**src/slam_defines.svh**
```systemverilog
`ifndef SLAM_DEFINES_SVH
`define SLAM_DEFINES_SVH
// Register byte offsets
`define SLAM_CTRL_OFF      12'h000
`define SLAM_STATUS_OFF    12'h004
`define SLAM_IRQ_STAT_OFF  12'h008
`define SLAM_IRQ_MASK_OFF  12'h00c
`define SLAM_UTIL_OFF      12'h010
`define SLAM_LED_OFF       12'h014
// Control fields
`define SLAM_CTRL_FILTER   0
`define SLAM_CTRL_SCRAM    1
`define SLAM_CTRL_LOOP     2
`define SLAM_CTRL_HCLR     3
`define SLAM_CTRL_PORTSEL  4
`define SLAM_CTRL_RST      5'h00
// Timing
`define SLAM_CLK_HZ        20000000
`define SLAM_LCD_US        4000
`define SLAM_LCD_CYC       ((`SLAM_CLK_HZ / 1000000) * `SLAM_LCD_US)
// Slicing threshold, percent of one line rate
`define SLAM_SLICE_PCT     114
// Unequipped path label
`define SLAM_C2_UNEQ       8'h00
`endif

```
**src/slam_pkg.sv**
```systemverilog
package slam_pkg;
  // Three-colour indication
  typedef enum logic [1:0]
  {
    SLAM_CLEAN   = 2'b00,
    SLAM_HISTORY = 2'b01,
    SLAM_ACTIVE  = 2'b11
  } slam_ind_e;
endpackage : slam_pkg

```
**src/slam_ind.sv**
```systemverilog
`timescale 1ns/1ps
// One indication: current and history with clear
module slam_ind
  import slam_pkg::*;
(
  input  wire logic      pclk,
  input  wire logic      presetn,
  input  wire logic      cond,
  input  wire logic      hist_clr,
  output slam_ind_e      ind
);
  logic seen_reg;   // History flag
  logic seen_next;

  // Set wins over clear so a new defect is never lost
  assign seen_next = cond | (seen_reg & ~hist_clr);

  always_ff @(posedge pclk or negedge presetn)
  begin
    if (!presetn)
      seen_reg <= 1'b0;
    else
      seen_reg <= seen_next;
  end

  assign ind = cond ? SLAM_ACTIVE : (seen_reg ? SLAM_HISTORY : SLAM_CLEAN);
endmodule : slam_ind

```
**src/slam_lcd.sv**
```systemverilog
`timescale 1ns/1ps
`include "slam_defines.svh"
// Loss of cell delineation qualifier
module slam_lcd
(
  input  wire logic pclk,
  input  wire logic presetn,
  input  wire logic ocd,
  output logic      lcd
);
  localparam int LCD_CYC = `SLAM_LCD_CYC;
  logic [16:0] cnt_reg;   // Cycles of continuous loss

  always_ff @(posedge pclk or negedge presetn)
  begin
    if (!presetn)
      cnt_reg <= 17'h00000;
    else if (!ocd)
      cnt_reg <= 17'h00000;
    else if (cnt_reg != 17'(LCD_CYC))
      cnt_reg <= cnt_reg + 17'h00001;
  end

  // Declared only once full time elapsed
  assign lcd = ocd && (cnt_reg == 17'(LCD_CYC));
endmodule : slam_lcd

```
**src/slam_monitor.sv**
```systemverilog
`timescale 1ns/1ps
`include "slam_defines.svh"
//Behaviour
//- Frame sync: red OOF, orange past, green
//- Cell loss declared after 4 ms continuous
//- Cell sync: red active, orange past, green
//- Alarm combines seven line/path conditions
//- AIS: under three zeros, two frames, while OOF
//- RDI flagged on remote indication
//- C2 alarm on unequipped label
//- Lost pointer joins alarm summary
//- Out of frame joins alarm summary
//- Alarm: off, red active, orange past
//- Slicing when summed utilization exceeds 114%
//- Slicing drops some payload bytes
//- Slicing: off, red present, orange past
//- Optionally discard idle/unassigned cells
//- Scrambling only when enabled
//- Loopback routes first transmitter to second receiver
//- Restart or stats reset clears history
//- Independent indications per receiver
module slam_monitor
  import slam_pkg::*;
(
  input  wire logic        pclk,
  input  wire logic        presetn,
  input  wire logic        psel,
  input  wire logic        penable,
  input  wire logic        pwrite,
  input  wire logic [11:0] paddr,
  input  wire logic [31:0] pwdata,
  output logic [31:0]      prdata,
  output logic             pready,
  output logic             pslverr,
  input  wire logic        restart,
  input  wire logic [1:0]  oof,
  input  wire logic [1:0]  ocd,
  input  wire logic [1:0]  line_rdi,
  input  wire logic [1:0]  path_ais,
  input  wire logic [1:0]  path_rdi,
  input  wire logic [1:0]  lop,
  input  wire logic [15:0] c2_label,
  input  wire logic [1:0]  frame_end,
  input  wire logic [1:0]  zero_seen,
  input  wire logic [1:0]  cell_valid,
  input  wire logic [1:0]  cell_idle,
  input  wire logic [7:0]  first_receiver_data,
  input  wire logic [7:0]  second_receiver_data,
  input  wire logic [7:0]  first_transmitter_data,
  input  wire logic        payload_byte,
  output logic [7:0]       first_receiver_out,
  output logic [7:0]       second_receiver_out,
  output logic [1:0]       cell_pass,
  output logic             byte_drop,
  output logic [13:0]      led_state,
  output logic             irq
);
  // Software state
  logic [4:0]  ctrl_reg;       // Filter, scramble, loop, hist clear, port
  logic [15:0] util_reg;       // Two 8-bit utilisation percentages
  logic [9:0]  irq_stat_reg;   // Sticky events
  logic [9:0]  irq_mask_reg;
  logic [31:0] prdata_reg;
  logic        pready_reg;
  logic        pslverr_reg;

  // Bus decode
  wire         acc     = psel & penable;
  wire         wr_ok   = acc & pwrite;
  wire         hit_ctl = paddr == `SLAM_CTRL_OFF;
  wire         hit_st  = paddr == `SLAM_STATUS_OFF;
  wire         hit_is  = paddr == `SLAM_IRQ_STAT_OFF;
  wire         hit_im  = paddr == `SLAM_IRQ_MASK_OFF;
  wire         hit_ut  = paddr == `SLAM_UTIL_OFF;
  wire         hit_led = paddr == `SLAM_LED_OFF;
  wire         mapped  = hit_ctl | hit_st | hit_is | hit_im | hit_ut | hit_led;

  // History cleared by restart or statistics reset
  wire hist_clr = restart | (wr_ok & hit_ctl & pwdata[`SLAM_CTRL_HCLR]);

  // AIS: zeros counted over the current pair of frames
  logic [1:0] zc0_reg [2];   // Zero count, current frame
  logic [1:0] zc1_reg [2];   // Zero count, previous frame
  logic [1:0] ais_reg;
  logic [1:0] ais_cond;
  logic [1:0] c2_uneq;
  logic [1:0] alarm_any;
  logic [1:0] lcd;
  slam_ind_e  fr_ind [2];
  slam_ind_e  cs_ind [2];
  slam_ind_e  al_ind [2];
  slam_ind_e  sl_ind;

  genvar g;
  generate
    for (g = 0; g < 2; g++)
    begin : g_rx
      wire [2:0] zsum = {1'b0, zc0_reg[g]} + {1'b0, zc1_reg[g]};
      // Fewer than three zeros across two frames, while out of frame
      always_ff @(posedge pclk or negedge presetn)
      begin
        if (!presetn)
        begin
          zc0_reg[g] <= 2'h0;
          zc1_reg[g] <= 2'h3;
          ais_reg[g] <= 1'b0;
        end
        else if (frame_end[g])
        begin
          zc1_reg[g] <= zc0_reg[g];
          zc0_reg[g] <= 2'h0;
          ais_reg[g] <= (zsum < 3'h3) & oof[g];
        end
        else if (zero_seen[g] && zc0_reg[g] != 2'h3)
          zc0_reg[g] <= zc0_reg[g] + 2'h1;
      end
      assign ais_cond[g] = ais_reg[g];
      assign c2_uneq[g] = c2_label[8*g +: 8] == `SLAM_C2_UNEQ;
      // Summary of seven conditions, with RDI, LOP, OOF
      assign alarm_any[g] = ais_cond[g] | line_rdi[g] | path_ais[g] | path_rdi[g]
                          | c2_uneq[g] | lop[g] | oof[g];
      slam_lcd u_lcd
      (
        .pclk    (pclk),
        .presetn (presetn),
        .ocd     (ocd[g]),
        .lcd     (lcd[g])
      );
      slam_ind u_fr
      (
        .pclk (pclk), .presetn (presetn), .cond (oof[g]), .hist_clr (hist_clr), .ind (fr_ind[g])
      );
      slam_ind u_cs
      (
        .pclk (pclk), .presetn (presetn), .cond (lcd[g]), .hist_clr (hist_clr), .ind (cs_ind[g])
      );
      slam_ind u_al
      (
        .pclk (pclk), .presetn (presetn), .cond (alarm_any[g]), .hist_clr (hist_clr), .ind (al_ind[g])
      );
    end
  endgenerate

  wire [8:0] util_sum = {1'b0, util_reg[7:0]} + {1'b0, util_reg[15:8]};
  wire       slicing  = util_sum > 9'(`SLAM_SLICE_PCT);

  slam_ind u_sl
  (
    .pclk (pclk), .presetn (presetn), .cond (slicing), .hist_clr (hist_clr), .ind (sl_ind)
  );

  // Datapath selection
  wire       loop_on  = ctrl_reg[`SLAM_CTRL_LOOP];
  wire       scram_on = ctrl_reg[`SLAM_CTRL_SCRAM];
  // Loopback feeds second receiver from first transmitter
  wire [7:0] rx2_src  = loop_on ? first_transmitter_data : second_receiver_data;
  logic [6:0] lfsr_reg;   // Simple payload scrambler state
  wire [7:0] scr_mask = {lfsr_reg, lfsr_reg[6] ^ lfsr_reg[5]};
  wire [7:0] rx1_v = scram_on ? first_receiver_data ^ scr_mask : first_receiver_data;
  wire [7:0] rx2_v = scram_on ? rx2_src ^ scr_mask : rx2_src;
  // Idle/unassigned discard on the selected port only
  wire [1:0] port_hit = ctrl_reg[`SLAM_CTRL_PORTSEL] ? 2'b10 : 2'b01;
  wire [1:0] drop_idle = {2{ctrl_reg[`SLAM_CTRL_FILTER]}} & port_hit & cell_idle;

  // Registered datapath outputs
  always_ff @(posedge pclk or negedge presetn)
  begin
    if (!presetn)
    begin
      first_receiver_out  <= 8'h00;
      second_receiver_out <= 8'h00;
      cell_pass           <= 2'b00;
      byte_drop           <= 1'b0;
      lfsr_reg            <= 7'h7f;
    end
    else
    begin
      first_receiver_out  <= rx1_v;
      second_receiver_out <= rx2_v;
      cell_pass           <= cell_valid & ~drop_idle;
      byte_drop           <= slicing & payload_byte;
      lfsr_reg            <= {lfsr_reg[5:0], lfsr_reg[6] ^ lfsr_reg[5]};
    end
  end

  // Event pulses: rising active conditions
  logic [9:0] ev_prev_reg;
  wire  [9:0] ev_lvl = {slicing, 1'b0, alarm_any, lcd, oof, ais_cond};
  wire  [9:0] ev_set = ev_lvl & ~ev_prev_reg;
  wire  [9:0] ev_clr = (wr_ok & hit_is) ? pwdata[9:0] : 10'h000;

  // Registers and bus answers
  always_ff @(posedge pclk or negedge presetn)
  begin
    if (!presetn)
    begin
      ctrl_reg     <= `SLAM_CTRL_RST;
      util_reg     <= 16'h0000;
      irq_mask_reg <= 10'h000;
      irq_stat_reg <= 10'h000;
      ev_prev_reg  <= 10'h000;
      pready_reg   <= 1'b0;
      pslverr_reg  <= 1'b0;
      prdata_reg   <= 32'h00000000;
      led_state    <= 14'h0000;
      irq          <= 1'b0;
    end
    else
    begin
      ev_prev_reg  <= ev_lvl;
      // Set wins over a write-one clear
      irq_stat_reg <= (irq_stat_reg & ~ev_clr) | ev_set;
      irq          <= |(irq_stat_reg & irq_mask_reg);
      led_state    <= {sl_ind, al_ind[1], al_ind[0], cs_ind[1], cs_ind[0], fr_ind[1], fr_ind[0]};
      if (wr_ok && hit_ctl)
        ctrl_reg <= {pwdata[4], 1'b0, pwdata[2:0]};
      if (wr_ok && hit_ut)
        util_reg <= pwdata[15:0];
      if (wr_ok && hit_im)
        irq_mask_reg <= pwdata[9:0];
      // No wait state: answer in the access cycle after setup
      pready_reg  <= psel & ~penable;
      pslverr_reg <= psel & ~penable & ~mapped;
      if (psel && !penable && !pwrite)
        prdata_reg <= hit_ctl ? {27'h0, ctrl_reg} :
                      hit_st  ? {22'h0, lcd, oof, alarm_any, ais_cond, slicing, ctrl_reg[`SLAM_CTRL_LOOP]} :
                      hit_is  ? {22'h0, irq_stat_reg} :
                      hit_im  ? {22'h0, irq_mask_reg} :
                      hit_ut  ? {16'h0, util_reg} :
                      hit_led ? {18'h0, led_state} : 32'h00000000;
    end
  end

  assign prdata  = prdata_reg;
  assign pready  = pready_reg;
  assign pslverr = pslverr_reg;
endmodule : slam_monitor

```
**config.mk**
```make
export PLATFORM = sky130hd
export DESIGN_NAME = slam_monitor
export DESIGN_NICKNAME = d
export VERILOG_FILES = /design/src/slam_pkg.sv /design/src/slam_ind.sv /design/src/slam_lcd.sv /design/src/slam_monitor.sv
export VERILOG_INCLUDE_DIRS = /design/src
export SDC_FILE = /design/constraint.sdc
export NUM_CORES = 1
export LEC_CHECK = 0
export BUFFER_PORTS_ARGS = -buffer_cell sky130_fd_sc_hd__buf_2
export CORE_MARGIN = 5
export CORE_UTILIZATION = 30
export DETAILED_ROUTE_END_ITERATION = 7
export PLACE_DENSITY = 0.6
export SLEW_MARGIN = 25
export SYNTH_ARGS = -nofsm -noshare
export SYNTH_HDL_FRONTEND = slang
export SYNTH_SLANG_ARGS = --single-unit
```
**constraint.sdc**
```tcl
create_clock -name pclk -period 5.2 [get_ports pclk]
set_input_delay 1.04 -clock pclk [delete_from_list [all_inputs] [get_ports pclk]]
set_output_delay 1.04 -clock pclk [all_outputs]
set_load 0.02 [all_outputs]
```
==> qor.csv, run 1 <==
stage,metric,value,unit
clock_network,"Reg clk slew, reported paths",70,ps
sta,aggregate negative setup slack,0,ps
cells_and_area,ant diodes,0,
drt,DR vias,5361,
setup_path,CP required,5510,ps
global_route,largest net degree at the start of global routing,61,
clock_network,maximum clock insertion buffer count,2,
floorplan,Rows,57,
sta,Fin Hold WS,362,ps
worst_hold_path,Hold Crit Class,flop to flop,
drt,Post-DRT Antenna Nets,0,
setup_path,CP Capture Type,flop,
yosys,"Avg Cell Area, Syn",11.0,sq um
power,leakage power,4.14,nW
power,Combinational Power Share,8.1,%
worst_hold_path,hold depth,0,
placed_design,Port Buffers,146,
power,overall power,2.73,mW
run_status,status,completed,
sta,fin crit period,3090,ps
drt,DR pass1 iterations,5,
global_route,gr usage total,13.7,%
yosys,post-synth top area share,48.1,%
setup_path,crit start category,input pin,
global_route,vias in the first global route,5409,
clock_network,Root Buffer,clkbuf_16,
power,PD cells,306,nW/um^2
clock_network,Resized cells post-CTS,0,
floorplan,Die X,166,um
setup_path,Setup CP Type,input pin to flop,
sta,Fin. Hold Viols,0,
floorplan,I/O pins,179,
floorplan,die area,27700,sq um
drt,vias per cell,4.68,
yosys,synth cell count leaders,"dfrtp_1 (141), nand2_1 (62), mux2_2 (33)",
yosys,post-synthesis sequential area ratio,52.1,%
floorplan,Die Span Y,166,um
floorplan,initial core utilization,30.3,%
sta,final cycle utilization of the critical path,59.4,%
yosys,post-synthesis register bit count,152,
global_route,antenna violations before repair,0,
sta,max_slew headroom,41.2,%
setup_path,R2R Setup Slk,2390,ps
placed_design,placed wire-length estimate,14200,um
sta,Clock Skew,11.9,ps
floorplan,core footprint,24200,sq um
yosys,number of synthesized flops with an enable pin,0,
clock_network,total clock sinks,152,
cells_and_area,max FFs per register,34,
power,clock share of power,46.0,%
yosys,Cells after Synth,665,
clock_network,"Clk Latency, worst-skew pair",430,ps
sta,Slew @ Worst Pin,870,ps
clock_network,CTS tree,yes,
drt,# DRC,0,
cells_and_area,Fillers,2403,
yosys,synth warn,0,
cells_and_area,Layout Nets,938,
sta,max-slew violations,0,
yosys,most frequent cell after synthesis,dfrtp_1,
job,max-cap violation count,0,
yosys,main flop type after synthesis,dfrtp_1,
cells_and_area,Final Core Density,36.9,%
power,switching power,0.698,mW
yosys,post-synthesis async set-or-reset flop share,100,%
power,P_int,2.03,mW
cells_and_area,Layout Cell Area excl Fill,8920,sq um
yosys,synthesized area,7330,sq um
setup_path,CP Max Fanout,14,
drt,final wirelength,19000,um
setup_path,worst reg-to-reg path cell count,9,
sta,# setup viols final,0,
clock_network,Hold Buf Count CTS,0,
yosys,library cells used by synthesis,65,
cells_and_area,layout cells sized above 1,29.5,%
cells_and_area,area delta synth->final,21.7,%
clock_network,H-Tree Depth,4,
global_route,first-pass GRT wire length,30000,um
power,switch share,25.6,%
yosys,"top cells by area, synth","dfrtp_1 (48%), mux2_2 (5.1%), dfstp_2 (3.9%), xnor2_1 (3.7%), nand2_1 (3.2%)",
drt,Routed WL per cell,16.6,um
placed_design,dpl cell area,8320,sq um
placed_design,routability cong.,0.864,
clock_network,"Setup Fix Bufs, Post-CTS",0,
setup_path,WP data arrival,3400,ps
global_route,grt ovf,0,
power,sequential share of power,45.9,%
sta,RSZ-0062 raised after global routing,false,
sta,Max Freq,324,MHz
yosys,cell type with the largest total area after synthesis,dfrtp_1,
drt,drt initial violations,376,
clock_network,TritonCTS Buffers,17,
power,peak supply drop,180,uV
-- worst max-delay path: stages --
cell and delay [ps]:
buf_2 110, or4b_2 740, nor4b_2 240, buf_4 230
nor2b_1 380, buf_4 300, mux2_2 360
-- placed cells by master, fill, tap and decap left out, types with 7 or more instances in the layout --
| cell type | netlist | layout |
|---|---|---|
| dfrtp_1 | 141 | 141 |
| inv_1 | 22 | 22 |
| xor2_1 | 15 | 15 |
| nor2_1 | 32 | 32 |
| mux2i_1 | 22 | 22 |
| and2_1 | 28 | 28 |
| nor2b_1 | 12 | 12 |
| o21ai_0 | 22 | 22 |
| conb_1 | 1 | 16 |
| xnor2_1 | 31 | 31 |
| clkbuf_16 | 0 | 17 |
| a21oi_1 | 15 | 15 |
| or3_1 | 7 | 7 |
| ha_1 | 16 | 16 |
| mux2_2 | 33 | 33 |
| nand2_1 | 62 | 62 |
| nor4_1 | 11 | 11 |
| buf_2 | 4 | 145 |
| or2_2 | 7 | 7 |
| nand4_1 | 8 | 8 |
| dfstp_2 | 11 | 11 |
| nand3_1 | 27 | 27 |
-- path summary, 6_finish.rpt --
check | startpoint | endpoint
max | paddr[5] | util_reg[2]$_DFFE_PN0P_
min | lfsr_reg[1]$_DFF_PN1_ | lfsr_reg[2]$_DFF_PN1_
max reg2reg | util_reg[0]$_DFFE_PN0P_ | prdata[1]$_DFFE_PN0P_
min reg2reg | lfsr_reg[1]$_DFF_PN1_ | lfsr_reg[2]$_DFF_PN1_
max in group asynchronous | presetn | g_rx[0].u_lcd.cnt_reg[4]$_DFFE_PN0N_
min in group asynchronous | presetn | g_rx[1].u_lcd.cnt_reg[10]$_DFFE_PN0N_
-- area by class of cell --
| cell class | instances | area [sq um] | share of cell area, % |
|---|---|---|---|
| clock buffers | 18 | 429 | 4.81 |
| clock inverters | 14 | 165 | 1.85 |
| inverters | 22 | 82.6 | 0.926 |
| multi-input cells | 463 | 3230 | 36.3 |
| flip-flops and latches | 152 | 3820 | 42.8 |
| well taps | 324 | 405 | 4.55 |
| repair buffers | 152 | 782 | 8.77 |
-- stage by stage --
step | instances | setup slack [ps]
after detailed placement | 1113 | 1680
after floorplan | 680 | 2230
after global placement | 1113 | 1640
final | 1145 | 2110
after global routing | 1145 | 2000
after CTS | 1145 | 2130
-- routing by layer --
metal	routed length, um	vias up	GRT usage (%)
li1	-	2593	-
met3	1230	20	4.45
met4	202	0	3.63
met2	8840	169	22.1
met1	8700	2579	17.8
met5	0	-	0
-- power groups by stage --
| stage | clock network, mW | logic (mW) | registers [mW] |
|---|---|---|---|
| after floorplan | 0 | 0.101 | 1.29 |
| after global placement | 0 | 0.220 | 1.27 |
| after detailed placement | 0 | 0.224 | 1.27 |
| after CTS | 1.29 | 0.225 | 1.25 |
| after global routing | 1.35 | 0.245 | 1.26 |
| final | 1.26 | 0.220 | 1.25 |
-- logic make-up after synthesis --
| family | after synthesis | synth area share, % |
|---|---|---|
| compound gates | 98 | 9.13 |
| xor+xnor | 46 | 5.50 |
| fa+ha+maj | 19 | 3.55 |
| buf+inv | 65 | 4.63 |
| flops | 152 | 52.1 |
| mux | 55 | 8.08 |
| other cells | 1 | 0.0512 |
| simple gates | 229 | 17.0 |
No activity file was read; power rests on OpenSTA's default activity.
==> inputs of run 2 (changes only) <==
Clock period 5.2 ns to 3.18 ns, I/O delays scaled along.
==> run 2 against run 1 <==
Net effect:
- clock power rose by 63%
- die area unchanged
- global-route usage is essentially flat
- setup slack got worse by 1800 ps
- clock skew is 2.4 ps lower
- critical path depth rose by 2
- sequential power increased by 64%
- core utilization rose by 0.25 points
- clock-buffer cell count increased by 1
- power grew 63%
- sequential share of layout area down 0.29 points
- highest routed layer is now met5
==> qor.csv, run 2 (same netlist as run 1, synthesis figures left out) <==
stage,metric,value,unit
global_route,largest net degree at the start of global routing,54,
power,PD cells,496,nW/um^2
clock_network,"Reg clk slew, reported paths",60,ps
cells_and_area,max FFs per register,34,
sta,fin crit period,2830,ps
cells_and_area,Seq. cell area,3820,sq um
drt,DR pass1 iterations,5,
floorplan,Die X,166,um
run_status,status,completed,
setup_path,CP Max Fanout,6,
drt,final wirelength,18900,um
job,max-cap violation count,0,
sta,Slew @ Worst Pin,817,ps
sta,max-slew violations,0,
setup_path,CP Launch Point,util_reg[8]$_DFFE_PN0P_,
power,leakage power,4.18,nW
sta,aggregate negative setup slack,0,ps
floorplan,Die Span Y,166,um
clock_network,CTS tree,yes,
drt,Post-DRT Antenna Nets,0,
global_route,grt ovf,0,
placed_design,Port Buffers,146,
sta,# setup viols final,0,
drt,DR vias,5387,
placed_design,Cells after DPL,1121,
cells_and_area,Layout Nets,946,
cells_and_area,ant diodes,0,
sta,RSZ-0062 raised after global routing,false,
clock_network,TritonCTS Buffers,17,
sta,Max Freq,354,MHz
sta,Fin Hold WS,170,ps
sta,Clock Skew,9.43,ps
cells_and_area,Fillers,2440,
power,peak supply drop,270,uV
placed_design,routability cong.,0.854,
drt,drt initial violations,378,
sta,max_slew headroom,45.6,%
clock_network,H-Tree Depth,4,
clock_network,total clock sinks,152,
global_route,first-pass GRT wire length,30200,um
cells_and_area,layout cells sized above 1,30.1,%
clock_network,Resized cells post-CTS,0,
cells_and_area,multi-input logic area,3230,sq um
drt,vias per cell,4.68,
floorplan,core footprint,24200,sq um
sta,final worst slack,352,ps
setup_path,WP data arrival,3150,ps
cells_and_area,"most common cell after layout, fill and taps aside",buf_2,
setup_path,Setup CP Type,flop to flop,
global_route,vias in the first global route,5436,
cells_and_area,area delta synth->final,22.5,%
clock_network,"Clk Latency, worst-skew pair",420,ps
setup_path,FF-to-FF Start,util_reg[8]$_DFFE_PN0P_,
global_route,gr usage total,13.6,%
floorplan,I/O pins,179,
floorplan,die area,27700,sq um
setup_path,CP required,3500,ps
setup_path,crit start category,flop,
worst_hold_path,Hold Crit Class,input pin to async pin,
floorplan,Rows,57,
floorplan,initial core utilization,30.3,%
clock_network,maximum clock insertion buffer count,2,
clock_network,Root Buffer,clkbuf_16,
placed_design,placed wire-length estimate,14300,um
cells_and_area,most frequent cells in the layout,"buf_2 (145), dfrtp_1 (141), nand2_1 (62)",
drt,Routed WL per cell,16.4,um
placed_design,post-place setup slack,228,ps
clock_network,Hold Buf Count CTS,0,
drt,# DRC,0,
global_route,antenna violations before repair,1,
setup_path,CP Capture Type,flop,
clock_network,"Setup Fix Bufs, Post-CTS",0,
cells_and_area,fin cells,1152,
sta,Fin. Hold Viols,0,
sta,final cycle utilization of the critical path,88.9,%
-- run 2: changes by cell type in the layout (fill, tap and decap cells not counted) --
cell,previous run,this run
clkinv_2,1,4
clkbuf_8,0,1
bufinv_16,2,3
buf_4,6,14
inv_6,5,1
clkinvlp_4,1,2
inv_8,2,0
clkinv_4,3,2
-- run 2: through the flow --
stage | util (%) | power, mW | cell area (sq um)
after floorplan | - | 2.27 | 7380
after global placement | 34.7 | 2.44 | 8380
after detailed placement | 34.7 | 2.45 | 8380
after CTS | 37.1 | 4.52 | 8980
after global routing | 37.1 | 4.65 | 8980
final | 37.1 | 4.45 | 8980
-- run 2: final timing paths --
kind / slack [ps] / to / depth (start not counted)
worst max-delay path: 350 / prdata[1]$_DFFE_PN0P_ / 9
worst min-delay path: 170 / g_rx[0].u_lcd.cnt_reg[6]$_DFFE_PN0N_ / 1
worst max register to register: 350 / prdata[1]$_DFFE_PN0P_ / 9
worst min register to register: 360 / lfsr_reg[4]$_DFF_PN1_ / 0
max in group asynchronous: 2120 / lfsr_reg[6]$_DFF_PN1_ / 2
min in group pclk: 360 / lfsr_reg[4]$_DFF_PN1_ / 0
-- run 2: layout make-up --
class / instances / area share (%)
Tap cell: 324 / 4.52
Inverter: 22 / 0.920
Multi-Input combinational cell: 463 / 36.0
Clock buffer: 19 / 4.93
Sequential cell: 152 / 42.5
Clock inverter: 12 / 1.69
Timing Repair Buffer: 160 / 9.38
-- run 2: worst max-delay path, cell delays in order (launching register included) --
cell,delay [ps]
dfrtp_1,400
ha_1,190
inv_1,50
fa_1,420
nor2b_1,300
o22ai_1,200
or3_1,370
a311oi_1,290
a211oi_1,230
o31ai_1,270
-- run 2: report_power, final --
part	total (mW)	switching [mW]	internal (mW)	leakage [nW]
clock network	2.05	0.795	1.25	0.289
registers	2.05	0.0466	2.00	1.92
logic	0.359	0.220	0.139	1.98
-- run 2: layer usage --
metal	GRT usage, %	vias up	wire length, um
li1	-	2603	-
met1	18.1	2623	8670
met2	22.2	146	8870
met3	4.62	13	1160
met4	2.38	2	157
met5	0	-	19
==> inputs of run 3 (changes only) <==
Clock period 3.18 ns to 2.85 ns, I/O delays scaled along.
==> run 3 against run 2 <==
Net effect:
- core utilization rose by 0.39 points
- die area is the same
- first-iteration DRC count decreased by 21%
- flip-flop and latch count unchanged
- clock skew increased by 1.4 ps
- sequential share of layout area fell by 0.45 points
- critical path type unchanged
- non-clock buffer count increased by 8
- cell area rose by 1.1%
- critical endpoint unchanged
- largest cell class unchanged
- clock power rose by 15%
- clock-buffer cell count rose by 6
- hold slack lost 10 ps
- setup slack worse by 99 ps
==> qor.csv, run 3 (same netlist as run 1, synthesis figures left out) <==
stage,metric,value,unit
sta,max_slew headroom,45.4,%
drt,final wirelength,19200,um
global_route,first-pass GRT wire length,30900,um
placed_design,post-place setup slack,95.3,ps
sta,Fin. Hold Viols,0,
clock_network,Root Buffer,clkbuf_16,
clock_network,"Reg clk slew, reported paths",60,ps
cells_and_area,fin cells,1161,
setup_path,Setup CP Type,flop to flop,
setup_path,R2R Setup Slk,250,ps
cells_and_area,multi-input logic area,3240,sq um
global_route,antenna violations before repair,1,
cells_and_area,max FFs per register,34,
drt,Post-DRT Antenna Nets,0,
placed_design,routability cong.,0.848,
cells_and_area,Seq. cell area,3820,sq um
drt,drt initial violations,298,
cells_and_area,area delta synth->final,23.8,%
setup_path,Buffers & Inverters on Critical Path,1,
setup_path,CP max stage cell,fa_1,
setup_path,CP Launch Point,util_reg[0]$_DFFE_PN0P_,
floorplan,die area,27700,sq um
floorplan,I/O pins,179,
clock_network,maximum clock insertion buffer count,2,
cells_and_area,most frequent cells in the layout,"buf_2 (145), dfrtp_1 (141), nand2_1 (62)",
setup_path,worst-path cell chain,"ha_1, inv_1, fa_1, nor2b_2, o22ai_1, or3_1, a311oi_1, a211oi_1, o31ai_1",
cells_and_area,layout cells sized above 1,30.6,%
sta,final cycle utilization of the critical path,91.1,%
drt,# DRC,0,
drt,DR vias,5428,
run_status,status,completed,
clock_network,total clock sinks,152,
sta,Slew @ Worst Pin,819,ps
setup_path,crit start category,flop,
job,max-cap violation count,0,
drt,vias per cell,4.68,
setup_path,WP data arrival,2920,ps
sta,aggregate negative setup slack,0,ps
sta,Max Freq,385,MHz
power,peak supply drop,360,uV
floorplan,Die X,166,um
sta,RSZ-0062 raised after global routing,false,
cells_and_area,"most common cell after layout, fill and taps aside",buf_2,
placed_design,Cells after DPL,1129,
sta,fin crit period,2600,ps
sta,# setup viols final,0,
worst_hold_path,Hold Crit Class,input pin to async pin,
sta,Clock Skew,10.8,ps
setup_path,FF-to-FF Start,util_reg[0]$_DFFE_PN0P_,
floorplan,core footprint,24200,sq um
placed_design,placed wire-length estimate,14400,um
clock_network,CTS tree,yes,
clock_network,"Setup Fix Bufs, Post-CTS",0,
cells_and_area,ant diodes,0,
setup_path,max incr delay on CP,430,ps
floorplan,Rows,57,
global_route,largest net degree at the start of global routing,71,
placed_design,Port Buffers,146,
power,PD cells,555,nW/um^2
floorplan,Die Span Y,166,um
sta,final worst slack,253,ps
clock_network,TritonCTS Buffers,17,
setup_path,worst reg-to-reg path cell count,9,
cells_and_area,Fillers,2415,
global_route,grt ovf,0,
global_route,vias in the first global route,5675,
global_route,gr usage total,14.0,%
setup_path,CP required,3180,ps
floorplan,initial core utilization,30.3,%
cells_and_area,Layout Nets,954,
drt,DR pass1 iterations,6,
setup_path,CP Max Fanout,4,
sta,max-slew violations,0,
drt,Routed WL per cell,16.5,um
setup_path,Top delay family on crit path,compound AO/OA/AOI/OAI gates,
power,overall power,5.04,mW
setup_path,FF-to-FF End,prdata[1]$_DFFE_PN0P_,
clock_network,H-Tree Depth,4,
clock_network,"Clk Latency, worst-skew pair",420,ps
power,leakage power,4.23,nW
setup_path,CP Capture Type,flop,
==> run 3: changes by cell type in the layout (fill, tap and decap cells not counted), sizes merged <==
cell	previous run	this run
buf	160	168
clkbuf	19	25
clkinv	6	2
inv	23	22
==> run 3: metal layers <==
layer	wire length (um)	share of wire (%)	vias up	GRT usage [%]
met5	13	0.068	-	0
met4	347	1.8	2	4.38
met3	1300	6.8	27	4.26
met2	8980	47	157	22.8
met1	8530	44	2619	18.0
li1	-	-	2623	-
==> run 3: worst max path at each step <==
stage                                            to  slack, ps  cells after the start
floorplan                  util_reg[10]$_DFFE_PN0P_        350                      6
global placement    g_rx[0].u_al.seen_reg$_DFF_PN0_        120                      7
detailed placement  g_rx[0].u_fr.seen_reg$_DFF_PN0_        100                      7
CTS                             byte_drop$_DFF_PN0_        180                     10
global route                  prdata[1]$_DFFE_PN0P_         70                      9
finish                        prdata[1]$_DFFE_PN0P_        250                      9
==> run 3: per-stage QoR <==
stage          hold slack (ps)  area, sq um  utilization [%]
2_1_floorplan              274         7380                -
3_3_place_gp               355         8450             35.0
3_5_place_dp               355         8450             35.0
4_1_cts                    182         9070             37.5
5_1_grt                    210         9070             37.5
6_report                   159         9070             37.5
==> run 3: what timing repair did <==
item / in CTS / in global routing
endpoints found under the hold margin: 0 / 0
hold buffers: 0 / 0
setup endpoints to repair: 0 / 2
gates resized for setup: 0 / 1
==> run 3: power by group <==
part	internal, mW	switching, mW
registers	2.23	0.0525
logic	0.157	0.248
clock network	1.47	0.873
==> run 3: layout make-up <==
type | count | share of cell area, %
Sequential cell | 152 | 42.1
Multi-Input combinational cell | 463 | 35.7
Timing Repair Buffer | 168 | 10.1
Clock buffer | 25 | 5.46
Tap cell | 324 | 4.47
Clock inverter | 7 | 1.31
Inverter | 22 | 0.910
==> run 3: worst reg2reg max path: cells and delay by family (launching register included) <==
kind | cells | cell delay, ps
AO/OA/AOI/OAI | 4 | 850
adder cells (fa/ha/maj) | 2 | 610
AND/OR/NAND/NOR | 2 | 580
flip-flops | 1 | 400
buffers and inverters | 1 | 50
